## config.mk

```make
export PLATFORM = sky130hd
export DESIGN_NAME = ddrdv_top
export DESIGN_NICKNAME = d
export VERILOG_FILES = /design/src/design/ddrdv_pkg.sv /design/src/design/ddrdv_pins_if.sv /design/src/design/ddrdv_pin_sync.sv /design/src/design/ddrdv_top.sv
export SDC_FILE = /design/constraint.sdc
export NUM_CORES = 2
export LEC_CHECK = 0
export ABC_AREA = 1
export BUFFER_PORTS_ARGS = -buffer_cell sky130_fd_sc_hd__buf_4
export CAP_MARGIN = 25
export CORE_ASPECT_RATIO = 1.1
export CORE_UTILIZATION = 55
export CTS_BUF_LIST = sky130_fd_sc_hd__clkbuf_16
export DETAILED_ROUTE_END_ITERATION = 16
export PLACE_DENSITY = 0.71
export SLEW_MARGIN = 20
export SYNTH_ARGS = -nofsm -noshare
export SYNTH_HDL_FRONTEND = slang
export SYNTH_SLANG_ARGS = --single-unit
```

## constraint.sdc

```tcl
create_clock -name pclk -period 6.6 [get_ports pclk]
set_input_delay 0 -clock pclk [delete_from_list [all_inputs] [get_ports pclk]]
set_output_delay 0 -clock pclk [all_outputs]
set_load 0.1 [all_outputs]
```

## src/design/ddrdv_pkg.sv

```systemverilog
package ddrdv_pkg;
	// ==========================================
	// pin widths
	localparam int ROW_W  = 13;
	localparam int COL_W  = 10;
	localparam int BANK_W = 2;
	localparam int DQ_W   = 8;
	localparam int NBANK  = 4;
	localparam int AP_BIT = 10;
	// ==========================================
	// mode word layout and codes
	localparam int         MODE_W     = 7;
	localparam int         BL_LSB     = 0;
	localparam int         ORD_BIT    = 3;
	localparam int         CL_LSB     = 4;
	localparam logic [6:0] MODE_RST   = 7'h22;
	localparam logic [2:0] BL_CODE_4  = 3'h2;
	localparam logic [2:0] BL_CODE_8  = 3'h3;
	localparam logic [2:0] CL_CODE_25 = 3'h6;
	localparam logic [2:0] CL_CODE_3  = 3'h3;
	localparam logic [3:0] BEATS_2    = 4'h2;
	localparam logic [3:0] BEATS_4    = 4'h4;
	localparam logic [3:0] BEATS_8    = 4'h8;
	localparam logic [2:0] HALVES_2   = 3'h4;
	localparam logic [2:0] HALVES_25  = 3'h5;
	localparam logic [2:0] HALVES_3   = 3'h6;
	localparam logic [1:0] BA_MODE    = 2'h0;
	// ==========================================
	// commands as {ras_n, cas_n, we_n}
	localparam logic [2:0] CMD_MRS = 3'h0;
	localparam logic [2:0] CMD_REF = 3'h1;
	localparam logic [2:0] CMD_PRE = 3'h2;
	localparam logic [2:0] CMD_ACT = 3'h3;
	localparam logic [2:0] CMD_WR  = 3'h4;
	localparam logic [2:0] CMD_RD  = 3'h5;
	localparam logic [2:0] CMD_BST = 3'h6;
	// ==========================================
	// register map
	localparam int         APB_AW     = 8;
	localparam logic [7:0] OFS_MODE   = 8'h00;
	localparam logic [7:0] OFS_STATUS = 8'h04;
	localparam logic [7:0] OFS_REFCNT = 8'h08;
	localparam int         STS_PWR    = 4;
	localparam int         STS_BUSY   = 6;
	localparam int         REFCNT_W   = 16;
	// ==========================================
	// types
	typedef logic [COL_W-1:0] ddrdv_col_type;
	typedef enum logic [1:0] {PWR_ACTIVE, PWR_PDN_PRE, PWR_PDN_ACT, PWR_SELF_REF} ddrdv_pwr_type;
	typedef enum logic [2:0] {DP_IDLE, DP_RWAIT, DP_READ, DP_POST, DP_WRITE} ddrdv_dp_type;
endpackage

```

## src/design/ddrdv_pins_if.sv

```systemverilog
`timescale 1ns/10ps
interface ddrdv_pins_if;
	logic                         ck_rise;
	logic                         ck_fall;
	logic                         dqs_rise;
	logic                         dqs_fall;
	logic                         cke;
	logic                         cs_n;
	logic [2:0]                   cmd;
	logic [ddrdv_pkg::BANK_W-1:0] bank;
	logic [ddrdv_pkg::ROW_W-1:0]  addr;
	logic                         dm;
	logic [ddrdv_pkg::DQ_W-1:0]   dq;
	modport sync (output ck_rise, ck_fall, dqs_rise, dqs_fall, cke, cs_n, cmd, bank, addr, dm, dq);
	modport core (input ck_rise, ck_fall, dqs_rise, dqs_fall, cke, cs_n, cmd, bank, addr, dm, dq);
endinterface

```

## src/design/ddrdv_pin_sync.sv

```systemverilog
`timescale 1ns/10ps
module ddrdv_pin_sync (
	// clock and reset
	input  wire logic                         pclk,
	input  wire logic                         presetn,
	// raw pins
	input  wire logic                         ck,
	input  wire logic                         ck_n,
	input  wire logic                         dqs,
	input  wire logic                         cke,
	input  wire logic                         cs_n,
	input  wire logic                         ras_n,
	input  wire logic                         cas_n,
	input  wire logic                         we_n,
	input  wire logic                         dm,
	input  wire logic [ddrdv_pkg::BANK_W-1:0] bank_select_lines,
	input  wire logic [ddrdv_pkg::ROW_W-1:0]  addr,
	input  wire logic [ddrdv_pkg::DQ_W-1:0]   dq,
	// synchronised view
	ddrdv_pins_if.sync                        pins
);
	// =====================================
	// two stages, then a third for edges
	localparam int W = 32;
	logic [W-1:0] s1_r;
	logic [W-1:0] s2_r;
	logic [W-1:0] s1_nxt;
	logic [W-1:0] s2_nxt;
	logic         xing_r;
	logic         xing_nxt;
	logic         dqs_r;
	logic         dqs_nxt;
	logic         xing;

	always_comb begin
		s1_nxt   = {ck, ck_n, dqs, cke, cs_n, ras_n, cas_n, we_n, dm, bank_select_lines, addr, dq};
		s2_nxt   = s1_r;
		// crossing: true high and complement low, taken together
		xing     = s2_r[31] && !s2_r[30];
		xing_nxt = xing;
		dqs_nxt  = s2_r[29];
	end

	always_ff @(posedge pclk or negedge presetn) begin
		if (!presetn) begin
			s1_r   <= '0;
			s2_r   <= '0;
			xing_r <= 1'b0;
			dqs_r  <= 1'b0;
		end else begin
			s1_r   <= s1_nxt;
			s2_r   <= s2_nxt;
			xing_r <= xing_nxt;
			dqs_r  <= dqs_nxt;
		end
	end

	assign pins.ck_rise  = xing && !xing_r;
	assign pins.ck_fall  = !xing && xing_r;
	assign pins.dqs_rise = s2_r[29] && !dqs_r;
	assign pins.dqs_fall = !s2_r[29] && dqs_r;
	assign pins.cke      = s2_r[28];
	assign pins.cs_n     = s2_r[27];
	assign pins.cmd      = s2_r[26:24];
	assign pins.dm       = s2_r[23];
	assign pins.bank     = s2_r[22:21];
	assign pins.addr     = s2_r[20:8];
	assign pins.dq       = s2_r[7:0];
endmodule

```

## src/design/ddrdv_top.sv

```systemverilog
// Implementation choices: the APB slave port and the placing of the registers.
`timescale 1ns/10ps
// Notes on behaviour
// - commands taken at true clock rising crossing
// - data, mask, strobe not tied to command edge
// - chip select high ignores new commands only
// - command from ras, cas, we with cs
// - thirteen row bits, ten column, a10 autoprecharge
// - bank lines pick bank for row, column
// - eight data lines move on strobe edges
// - strobe driven here only during reads
// - read strobe edge-aligned, write strobe centred
// - mask high drops that write beat
// - clock enable low enters power-down states
// - two data words per clock cycle
// - read latency 2, 2.5 or 3
// - burst length 2, 4 or 8
// - mode selects length, latency, burst order
// - auto, self refresh; precharged, active power-down
// - four banks of byte-wide words
// - activate is ras low, cas, we high
// - precharge with a10 high closes all banks
module ddrdv_top #(
	parameter int ROW_KEEP = 2,
	parameter int COL_KEEP = 3
) (
	// apb slave
	input  wire logic                         pclk,
	input  wire logic                         presetn,
	input  wire logic [ddrdv_pkg::APB_AW-1:0] paddr,
	input  wire logic                         psel,
	input  wire logic                         penable,
	input  wire logic                         pwrite,
	input  wire logic [31:0]                  pwdata,
	output      logic [31:0]                  prdata,
	output      logic                         pready,
	output      logic                         pslverr,
	// command and address pins
	input  wire logic                         ck,
	input  wire logic                         ck_n,
	input  wire logic                         cke,
	input  wire logic                         cs_n,
	input  wire logic                         ras_n,
	input  wire logic                         cas_n,
	input  wire logic                         we_n,
	input  wire logic [ddrdv_pkg::BANK_W-1:0] bank_select_lines,
	input  wire logic [ddrdv_pkg::ROW_W-1:0]  addr,
	// data pins
	input  wire logic                         dm,
	input  wire logic [ddrdv_pkg::DQ_W-1:0]   dq_in,
	output      logic [ddrdv_pkg::DQ_W-1:0]   dq_out,
	output      logic                         dq_oe,
	input  wire logic                         dqs_in,
	output      logic                         dqs_out,
	output      logic                         dqs_oe
);
	// =====================================
	// storage kept: bank, low row bits, low column bits
	localparam int IDX_W = ddrdv_pkg::BANK_W + ROW_KEEP + COL_KEEP;
	localparam int DEPTH = 1 << IDX_W;

	ddrdv_pins_if pins ();

	ddrdv_pin_sync u_sync (
		.pclk              (pclk),
		.presetn           (presetn),
		.ck                (ck),
		.ck_n              (ck_n),
		.dqs               (dqs_in),
		.cke               (cke),
		.cs_n              (cs_n),
		.ras_n             (ras_n),
		.cas_n             (cas_n),
		.we_n              (we_n),
		.dm                (dm),
		.bank_select_lines (bank_select_lines),
		.addr              (addr),
		.dq                (dq_in),
		.pins              (pins)
	);

	// =====================================
	// helpers
	function automatic logic [3:0] bl_beats(input logic [2:0] code);
		case (code)
			ddrdv_pkg::BL_CODE_4: return ddrdv_pkg::BEATS_4;
			ddrdv_pkg::BL_CODE_8: return ddrdv_pkg::BEATS_8;
			default: return ddrdv_pkg::BEATS_2;
		endcase
	endfunction

	function automatic logic [2:0] cl_halves(input logic [2:0] code);
		case (code)
			ddrdv_pkg::CL_CODE_25: return ddrdv_pkg::HALVES_25;
			ddrdv_pkg::CL_CODE_3: return ddrdv_pkg::HALVES_3;
			default: return ddrdv_pkg::HALVES_2;
		endcase
	endfunction

	// wrap inside the burst-aligned block, sequential or interleaved
	function automatic ddrdv_pkg::ddrdv_col_type burst_col(input ddrdv_pkg::ddrdv_col_type base,
		input logic [3:0] beat, input logic [3:0] bl, input logic inter);
		ddrdv_pkg::ddrdv_col_type mask;
		ddrdv_pkg::ddrdv_col_type step;
		mask = ddrdv_pkg::ddrdv_col_type'(bl - 4'h1);
		step = inter ? (base ^ ddrdv_pkg::ddrdv_col_type'(beat)) : (base + ddrdv_pkg::ddrdv_col_type'(beat));
		return (base & ~mask) | (step & mask);
	endfunction

	// =====================================
	// core state
	ddrdv_pkg::ddrdv_pwr_type         pwr_r;
	ddrdv_pkg::ddrdv_pwr_type         pwr_nxt;
	ddrdv_pkg::ddrdv_dp_type          dp_r;
	ddrdv_pkg::ddrdv_dp_type          dp_nxt;
	logic [ddrdv_pkg::MODE_W-1:0]     mode_r;
	logic [ddrdv_pkg::MODE_W-1:0]     mode_nxt;
	logic [ddrdv_pkg::NBANK-1:0]      open_r;
	logic [ddrdv_pkg::NBANK-1:0]      open_nxt;
	logic [ROW_KEEP-1:0]              row_r [ddrdv_pkg::NBANK];
	logic [ROW_KEEP-1:0]              row_nxt [ddrdv_pkg::NBANK];
	logic [ddrdv_pkg::BANK_W-1:0]     bbank_r;
	logic [ddrdv_pkg::BANK_W-1:0]     bbank_nxt;
	ddrdv_pkg::ddrdv_col_type         bcol_r;
	ddrdv_pkg::ddrdv_col_type         bcol_nxt;
	logic                             ap_r;
	logic                             ap_nxt;
	logic [3:0]                       beat_r;
	logic [3:0]                       beat_nxt;
	logic [2:0]                       wait_r;
	logic [2:0]                       wait_nxt;
	logic [ddrdv_pkg::DQ_W-1:0]       mem_r [DEPTH];
	logic [ddrdv_pkg::DQ_W-1:0]       mem_nxt [DEPTH];
	logic [ddrdv_pkg::REFCNT_W-1:0]   refcnt_r;
	logic [ddrdv_pkg::REFCNT_W-1:0]   refcnt_nxt;
	logic [ddrdv_pkg::DQ_W-1:0]       dq_out_r;
	logic [ddrdv_pkg::DQ_W-1:0]       dq_out_nxt;
	logic                             dq_oe_r;
	logic                             dq_oe_nxt;
	logic                             dqs_out_r;
	logic                             dqs_out_nxt;
	logic                             dqs_oe_r;
	logic                             dqs_oe_nxt;
	// apb state
	logic [31:0]                      prdata_r;
	logic [31:0]                      prdata_nxt;
	logic                             pready_r;
	logic                             pready_nxt;
	logic                             pslverr_r;
	logic                             pslverr_nxt;

	logic                             half;
	logic                             cmd_take;
	logic [3:0]                       bl;
	logic [IDX_W-1:0]                 cur_idx;
	ddrdv_pkg::ddrdv_col_type         cur_col;
	logic                             apb_fire;

	assign half     = pins.ck_rise || pins.ck_fall;
	// decoder runs only while selected and not powered down
	assign cmd_take = pins.ck_rise && !pins.cs_n && pins.cke && (pwr_r == ddrdv_pkg::PWR_ACTIVE);
	assign bl       = bl_beats(mode_r[ddrdv_pkg::BL_LSB +: 3]);
	assign cur_col  = burst_col(bcol_r, beat_r, bl, mode_r[ddrdv_pkg::ORD_BIT]);
	assign cur_idx  = {bbank_r, row_r[bbank_r], cur_col[COL_KEEP-1:0]};
	assign apb_fire = psel && penable && pready_r;

	// =====================================
	// command decoder, power state, data path
	always_comb begin
		pwr_nxt     = pwr_r;
		dp_nxt      = dp_r;
		mode_nxt    = mode_r;
		open_nxt    = open_r;
		row_nxt     = row_r;
		bbank_nxt   = bbank_r;
		bcol_nxt    = bcol_r;
		ap_nxt      = ap_r;
		beat_nxt    = beat_r;
		wait_nxt    = wait_r;
		mem_nxt     = mem_r;
		refcnt_nxt  = refcnt_r;
		dq_out_nxt  = dq_out_r;
		dq_oe_nxt   = dq_oe_r;
		dqs_out_nxt = dqs_out_r;
		dqs_oe_nxt  = dqs_oe_r;

		// clock enable is looked at on each rising crossing
		if (pins.ck_rise) begin
			if (pwr_r != ddrdv_pkg::PWR_ACTIVE) begin
				if (pins.cke) begin
					pwr_nxt = ddrdv_pkg::PWR_ACTIVE;
				end
			end else if (!pins.cke) begin
				if (!pins.cs_n && pins.cmd == ddrdv_pkg::CMD_REF) begin
					pwr_nxt    = ddrdv_pkg::PWR_SELF_REF;
					refcnt_nxt = refcnt_r + 1'b1;
				end else if (|open_r) begin
					pwr_nxt = ddrdv_pkg::PWR_PDN_ACT;
				end else begin
					pwr_nxt = ddrdv_pkg::PWR_PDN_PRE;
				end
			end
		end

		case (dp_r)
			ddrdv_pkg::DP_RWAIT: begin
				if (half) begin
					if (wait_r == 3'h1) begin
						dp_nxt      = ddrdv_pkg::DP_READ;
						dq_out_nxt  = mem_r[cur_idx];
						dq_oe_nxt   = 1'b1;
						dqs_out_nxt = 1'b1;
						beat_nxt    = beat_r + 4'h1;
					end else begin
						wait_nxt = wait_r - 3'h1;
						if (wait_r == 3'h2) begin
							dqs_oe_nxt  = 1'b1;
							dqs_out_nxt = 1'b0;
						end
					end
				end
			end
			ddrdv_pkg::DP_READ: begin
				if (half) begin
					if (beat_r == bl) begin
						dp_nxt    = ddrdv_pkg::DP_POST;
						dq_oe_nxt = 1'b0;
					end else begin
						dq_out_nxt  = mem_r[cur_idx];
						dqs_out_nxt = !dqs_out_r;
						beat_nxt    = beat_r + 4'h1;
					end
				end
			end
			ddrdv_pkg::DP_POST: begin
				if (half) begin
					dp_nxt      = ddrdv_pkg::DP_IDLE;
					dqs_oe_nxt  = 1'b0;
					dqs_out_nxt = 1'b0;
					if (ap_r) begin
						open_nxt[bbank_r] = 1'b0;
					end
				end
			end
			ddrdv_pkg::DP_WRITE: begin
				// write beats follow the host strobe, not the clock
				if (pins.dqs_rise || pins.dqs_fall) begin
					if (!pins.dm) begin
						mem_nxt[cur_idx] = pins.dq;
					end
					beat_nxt = beat_r + 4'h1;
					if (beat_r + 4'h1 == bl) begin
						dp_nxt = ddrdv_pkg::DP_IDLE;
						if (ap_r) begin
							open_nxt[bbank_r] = 1'b0;
						end
					end
				end
			end
			default: ;
		endcase

		// a new column command takes over any burst in progress
		if (cmd_take) begin
			case (pins.cmd)
				ddrdv_pkg::CMD_ACT: begin
					open_nxt[pins.bank] = 1'b1;
					row_nxt[pins.bank]  = pins.addr[ROW_KEEP-1:0];
				end
				ddrdv_pkg::CMD_PRE: begin
					if (pins.addr[ddrdv_pkg::AP_BIT]) begin
						open_nxt = '0;
					end else begin
						open_nxt[pins.bank] = 1'b0;
					end
				end
				ddrdv_pkg::CMD_REF: begin
					refcnt_nxt = refcnt_r + 1'b1;
				end
				ddrdv_pkg::CMD_MRS: begin
					if (pins.bank == ddrdv_pkg::BA_MODE) begin
						mode_nxt = pins.addr[ddrdv_pkg::MODE_W-1:0];
					end
				end
				ddrdv_pkg::CMD_RD, ddrdv_pkg::CMD_WR: begin
					bbank_nxt = pins.bank;
					bcol_nxt  = pins.addr[ddrdv_pkg::COL_W-1:0];
					ap_nxt    = pins.addr[ddrdv_pkg::AP_BIT];
					beat_nxt  = 4'h0;
					dq_oe_nxt = 1'b0;
					if (pins.cmd == ddrdv_pkg::CMD_RD) begin
						dp_nxt   = ddrdv_pkg::DP_RWAIT;
						wait_nxt = cl_halves(mode_r[ddrdv_pkg::CL_LSB +: 3]);
					end else begin
						dp_nxt      = ddrdv_pkg::DP_WRITE;
						dqs_oe_nxt  = 1'b0;
						dqs_out_nxt = 1'b0;
					end
				end
				ddrdv_pkg::CMD_BST: begin
					if (dp_r == ddrdv_pkg::DP_READ || dp_r == ddrdv_pkg::DP_RWAIT) begin
						dp_nxt    = ddrdv_pkg::DP_POST;
						dq_oe_nxt = 1'b0;
					end
				end
				default: ;
			endcase
		end

		if (apb_fire && pwrite && paddr == ddrdv_pkg::OFS_MODE) begin
			mode_nxt = pwdata[ddrdv_pkg::MODE_W-1:0];
		end
	end

	always_ff @(posedge pclk or negedge presetn) begin
		if (!presetn) begin
			pwr_r     <= ddrdv_pkg::PWR_ACTIVE;
			dp_r      <= ddrdv_pkg::DP_IDLE;
			mode_r    <= ddrdv_pkg::MODE_RST;
			open_r    <= '0;
			row_r     <= '{default: '0};
			bbank_r   <= '0;
			bcol_r    <= '0;
			ap_r      <= 1'b0;
			beat_r    <= 4'h0;
			wait_r    <= 3'h0;
			mem_r     <= '{default: '0};
			refcnt_r  <= '0;
			dq_out_r  <= '0;
			dq_oe_r   <= 1'b0;
			dqs_out_r <= 1'b0;
			dqs_oe_r  <= 1'b0;
		end else begin
			pwr_r     <= pwr_nxt;
			dp_r      <= dp_nxt;
			mode_r    <= mode_nxt;
			open_r    <= open_nxt;
			row_r     <= row_nxt;
			bbank_r   <= bbank_nxt;
			bcol_r    <= bcol_nxt;
			ap_r      <= ap_nxt;
			beat_r    <= beat_nxt;
			wait_r    <= wait_nxt;
			mem_r     <= mem_nxt;
			refcnt_r  <= refcnt_nxt;
			dq_out_r  <= dq_out_nxt;
			dq_oe_r   <= dq_oe_nxt;
			dqs_out_r <= dqs_out_nxt;
			dqs_oe_r  <= dqs_oe_nxt;
		end
	end

	// =====================================
	// apb: one wait state, answer registered
	always_comb begin
		pready_nxt  = psel && penable && !pready_r;
		pslverr_nxt = 1'b0;
		prdata_nxt  = 32'h0;
		if (psel && penable && !pready_r) begin
			case (paddr)
				ddrdv_pkg::OFS_MODE: prdata_nxt = 32'(mode_r);
				ddrdv_pkg::OFS_STATUS: begin
					prdata_nxt[ddrdv_pkg::NBANK-1:0]     = open_r;
					prdata_nxt[ddrdv_pkg::STS_PWR +: 2]  = 2'(pwr_r);
					prdata_nxt[ddrdv_pkg::STS_BUSY]      = (dp_r != ddrdv_pkg::DP_IDLE);
				end
				ddrdv_pkg::OFS_REFCNT: prdata_nxt = 32'(refcnt_r);
				default: pslverr_nxt = 1'b1;
			endcase
		end
	end

	always_ff @(posedge pclk or negedge presetn) begin
		if (!presetn) begin
			prdata_r  <= 32'h0;
			pready_r  <= 1'b0;
			pslverr_r <= 1'b0;
		end else begin
			prdata_r  <= prdata_nxt;
			pready_r  <= pready_nxt;
			pslverr_r <= pslverr_nxt;
		end
	end

	assign prdata  = prdata_r;
	assign pready  = pready_r;
	assign pslverr = pslverr_r;
	assign dq_out  = dq_out_r;
	assign dq_oe   = dq_oe_r;
	assign dqs_out = dqs_out_r;
	assign dqs_oe  = dqs_oe_r;
endmodule

```

==> out/metrics.yaml <==
run_status:
  status: "finished, final reports clean"
sta:
  setup_tns_ns: 0
  rsz0062_at_grt: "false"
  fin_crit_sh: 0.709
  fin_ws_ns: 1.92
  fmax_mhz: 214
  hold_viol_final: 0
  finalHoldWorstSlack_ns: 0.00309
  drv_slew: 0
  finClkSkew_ns: 0.0360
  slew_headroom: 0.233
  setup_violations: 0
  layout_min_cycle_time_ns: 4.68
  tightestPinTransition_ns: 1.15
floorplanning:
  die_w_um: 302
  rows: 120
  ios: 122
  die_y_um: 332
  core_um2: 97900
  start_util: 0.558
  die_area_um2: 100000
critical_path:
  crit_chain: "ha_4, inv_1, fa_1, o21ai_1, nand4_2, nand2_4, inv_4, nor2_1, inv_2, nor2_4, nand2_1, o21ai_0"
  cpPeakStageDelay_ns: 0.77
  critPathArrivalTime_ns: 5.28
  ff2ff_setup_slack_ns: 1.92
  critPathKind: "reg -> reg"
  worstPathMaxFanout: 43
  crit_slowest_cell: "nor2_4"
  timing.rr.start: "beat_r[0]"
  r2r_cells: 12
  startpoint_type: "flip-flop"
  critPathRequiredTime_ns: 7.20
  end_kind: "flip-flop"
  worst_r2r_endpoint: "mem_r[266]"
place:
  routabilityCongestion: 0.908
  dp_hpwl_um: 87600
  place.port_buffers: 75
  pre_cts_ws_ns: 1.93
synthesis:
  synthArstFlopShare: 1.00
  yosysWarnings: 0
  netlist_area_um2: 54600
  synthFlopType: "dfrtp_1"
  ys_ff_latch: 1162
  syn_avg_cell_area_um2: 7.56
  synth_edf_count: 0
  yosysUniqueCellTypes: 50
  synthCells: 7223
  synth.yosys.seq_area_share: 0.533
pwr:
  total_power_mw: 17.6
  power_density_nw_per_um2: 291
  ir_drop_mv: 0.438
  p_leak_nw: 30.5
final_layout:
  fillers: 8680
  fin_util: 0.616
  drive_gt1_frac: 0.0587
  layout_common_cells: "nand2_1, dfrtp_1, o21ai_0"
  area_growth_pct: 10.5
  layout_commonest_cell: "nand2_1"
  fin_nets: 7183
route:
  via_per_inst: 5.49
  dr_wl_met2_um: 70600
  ant_nets: 0
  wl_met3_um: 11700
  route.detailed.drc: 0
  routed_wl_um: 154000
  dr.pass1.iters: 6
  drt-met1-wl_um: 66700
  wl_per_cell_um: 18.1
  maxUsedRoutingLayer: "met4"
  vias: 46600
  drt_iter0_drc: 5056
global_route:
  grtUsageTotal: 0.308
  grt_max_degree: 192
  overflow: 0
  grt_pass1_wl_um: 245000
  grt_pass1_vias: 43600
  antenna_found_initial: 2
clock_network:
  numCtsBuffers: 120
  htree_levels: 3
  tritoncts: "yes"
  cts_resized: 0
  clock_sinks: 1162
  cts_root_buf: "clkbuf_16"
  clkLatencyLatePin_ns: 0.72
  ctsLongestPathBuffers: 3
  clk_pin_slew_ns: 0.06
min_path:
  min_path_type: "in -> async"
flow_run:
  cap_violations: 0
power breakdown:
part | switching [mW] | internal (mW)
clock | 2.86 | 3.96
combinational | 2.82 | 0.570
sequential | 0.106 | 7.26
total | 5.78 | 11.8
final cells by class:
| class | count | area, µm² | share of cell area |
|---|---|---|---|
| inverters | 127 | 512 | 0.00849 |
| diodes | 1 | 2.50 | 0.0000415 |
| well taps | 1281 | 1600 | 0.0266 |
| flip-flops and latches | 1162 | 29100 | 0.482 |
| clock buffers | 126 | 3150 | 0.0523 |
| clock inverters | 100 | 793 | 0.0132 |
| multi-input cells | 5473 | 23100 | 0.383 |
| repair buffers | 213 | 2080 | 0.0346 |
critical path, delay by kind of cell (launching register included):
kind | cells | cell delay (ns)
and+or+nand+nor | 5 | 2.45
adders and majority gates | 2 | 0.54
AOI/OAI and AO/OA | 2 | 0.54
DFF | 1 | 0.50
buffers and inverters | 3 | 0.46
worst max path at each step:
stage               from    endpoint  slack, ns
2_1_floorplan  beat_r[0]  mem_r[453]       3.98
3_3_place_gp   beat_r[0]   dq_out[5]       1.95
3_5_place_dp   beat_r[0]   dq_out[5]       1.93
4_1_cts        beat_r[0]   dq_out[5]       1.91
5_1_grt        beat_r[0]  mem_r[267]       1.59
6_report       beat_r[0]  mem_r[266]       1.92
synthesized netlist by cell type (3+ instances only):
master    number  area, µm²
nor3_4         3       48.8
inv_2          9       33.8
inv_1        114        428
mux2i_1        8       80.1
nor2_1       168        631
a21oi_1       37        185
nor2_4        14        158
nor4_1         3       18.8
buf_1         11       41.3
a21boi_0      40        300
o21ai_1      256       1280
nor2_8         8        160
nand4_1        4       25.0
buf_2         99        495
buf_6          5       56.3
o211ai_1       5       37.5
nand3_1       54        270
nand2_2       60        375
ha_1           8        100
a31oi_1        3       18.8
o221ai_1       3       26.3
o21ai_0      844       4220
clkbuf_1     336       1260
dfrtp_1     1160      29000
xor2_1        13        114
buf_4         25        188
o22ai_1        9       56.3
nor3_1        18       90.1
nand2_1     3871      14500
nor2_2         8       50.1
or2_2          3       18.8
routing by layer:
metal,track usage,up-vias
met1,0.437,22100
li1,-,22400
met5,0,-
met4,0.0997,0
met2,0.486,1712
met3,0.0456,280
repair_timing:
| action | 4_1_cts | 5_1_grt |
|---|---|---|
| hold endpoints to repair | 262 | 0 |
| buffers inserted | 0 | 0 |
| hold buffers | 83 | 0 |
logic make-up (layout without fill, tap and decap cells):
kind of cell / count (synthesis) / after routing / synth area share
xor gates and xnor gates: 15 / 15 / 0.00241
AOI/OAI and AO/OA: 1205 / 1205 / 0.114
buffers and inverters: 603 / 566 / 0.0462
DFF: 1162 / 1162 / 0.533
and+or+nand+nor: 4220 / 4220 / 0.301
muxes: 8 / 8 / 0.00147
other: 1 / 17 / 0.0000687
adders and majority gates: 9 / 9 / 0.00220
registers in the layout (all words and copies together), names as in the netlist, 2 cells and up:
register     cells
u_sync.s1_r     27
mem_r         1024
row_r            8
mode_r           7
u_sync.s2_r     27
dq_out           8
pwr_r            2
prdata          16
bbank_r          2
wait_r           3
beat_r           4
open_r           4
dp_r             3
refcnt_r        16
bcol_r           3
metrics by stage:
| stage | area [µm²] | std cells |
|---|---|---|
| finish | 60300 | 8483 |
| global route | 60300 | 8482 |
| CTS | 60300 | 8480 |
| detailed placement | 55500 | 8171 |
| global placement | 55500 | 8171 |
| floorplan | 54600 | 7238 |
No activity file was read; power rests on OpenSTA's default activity.
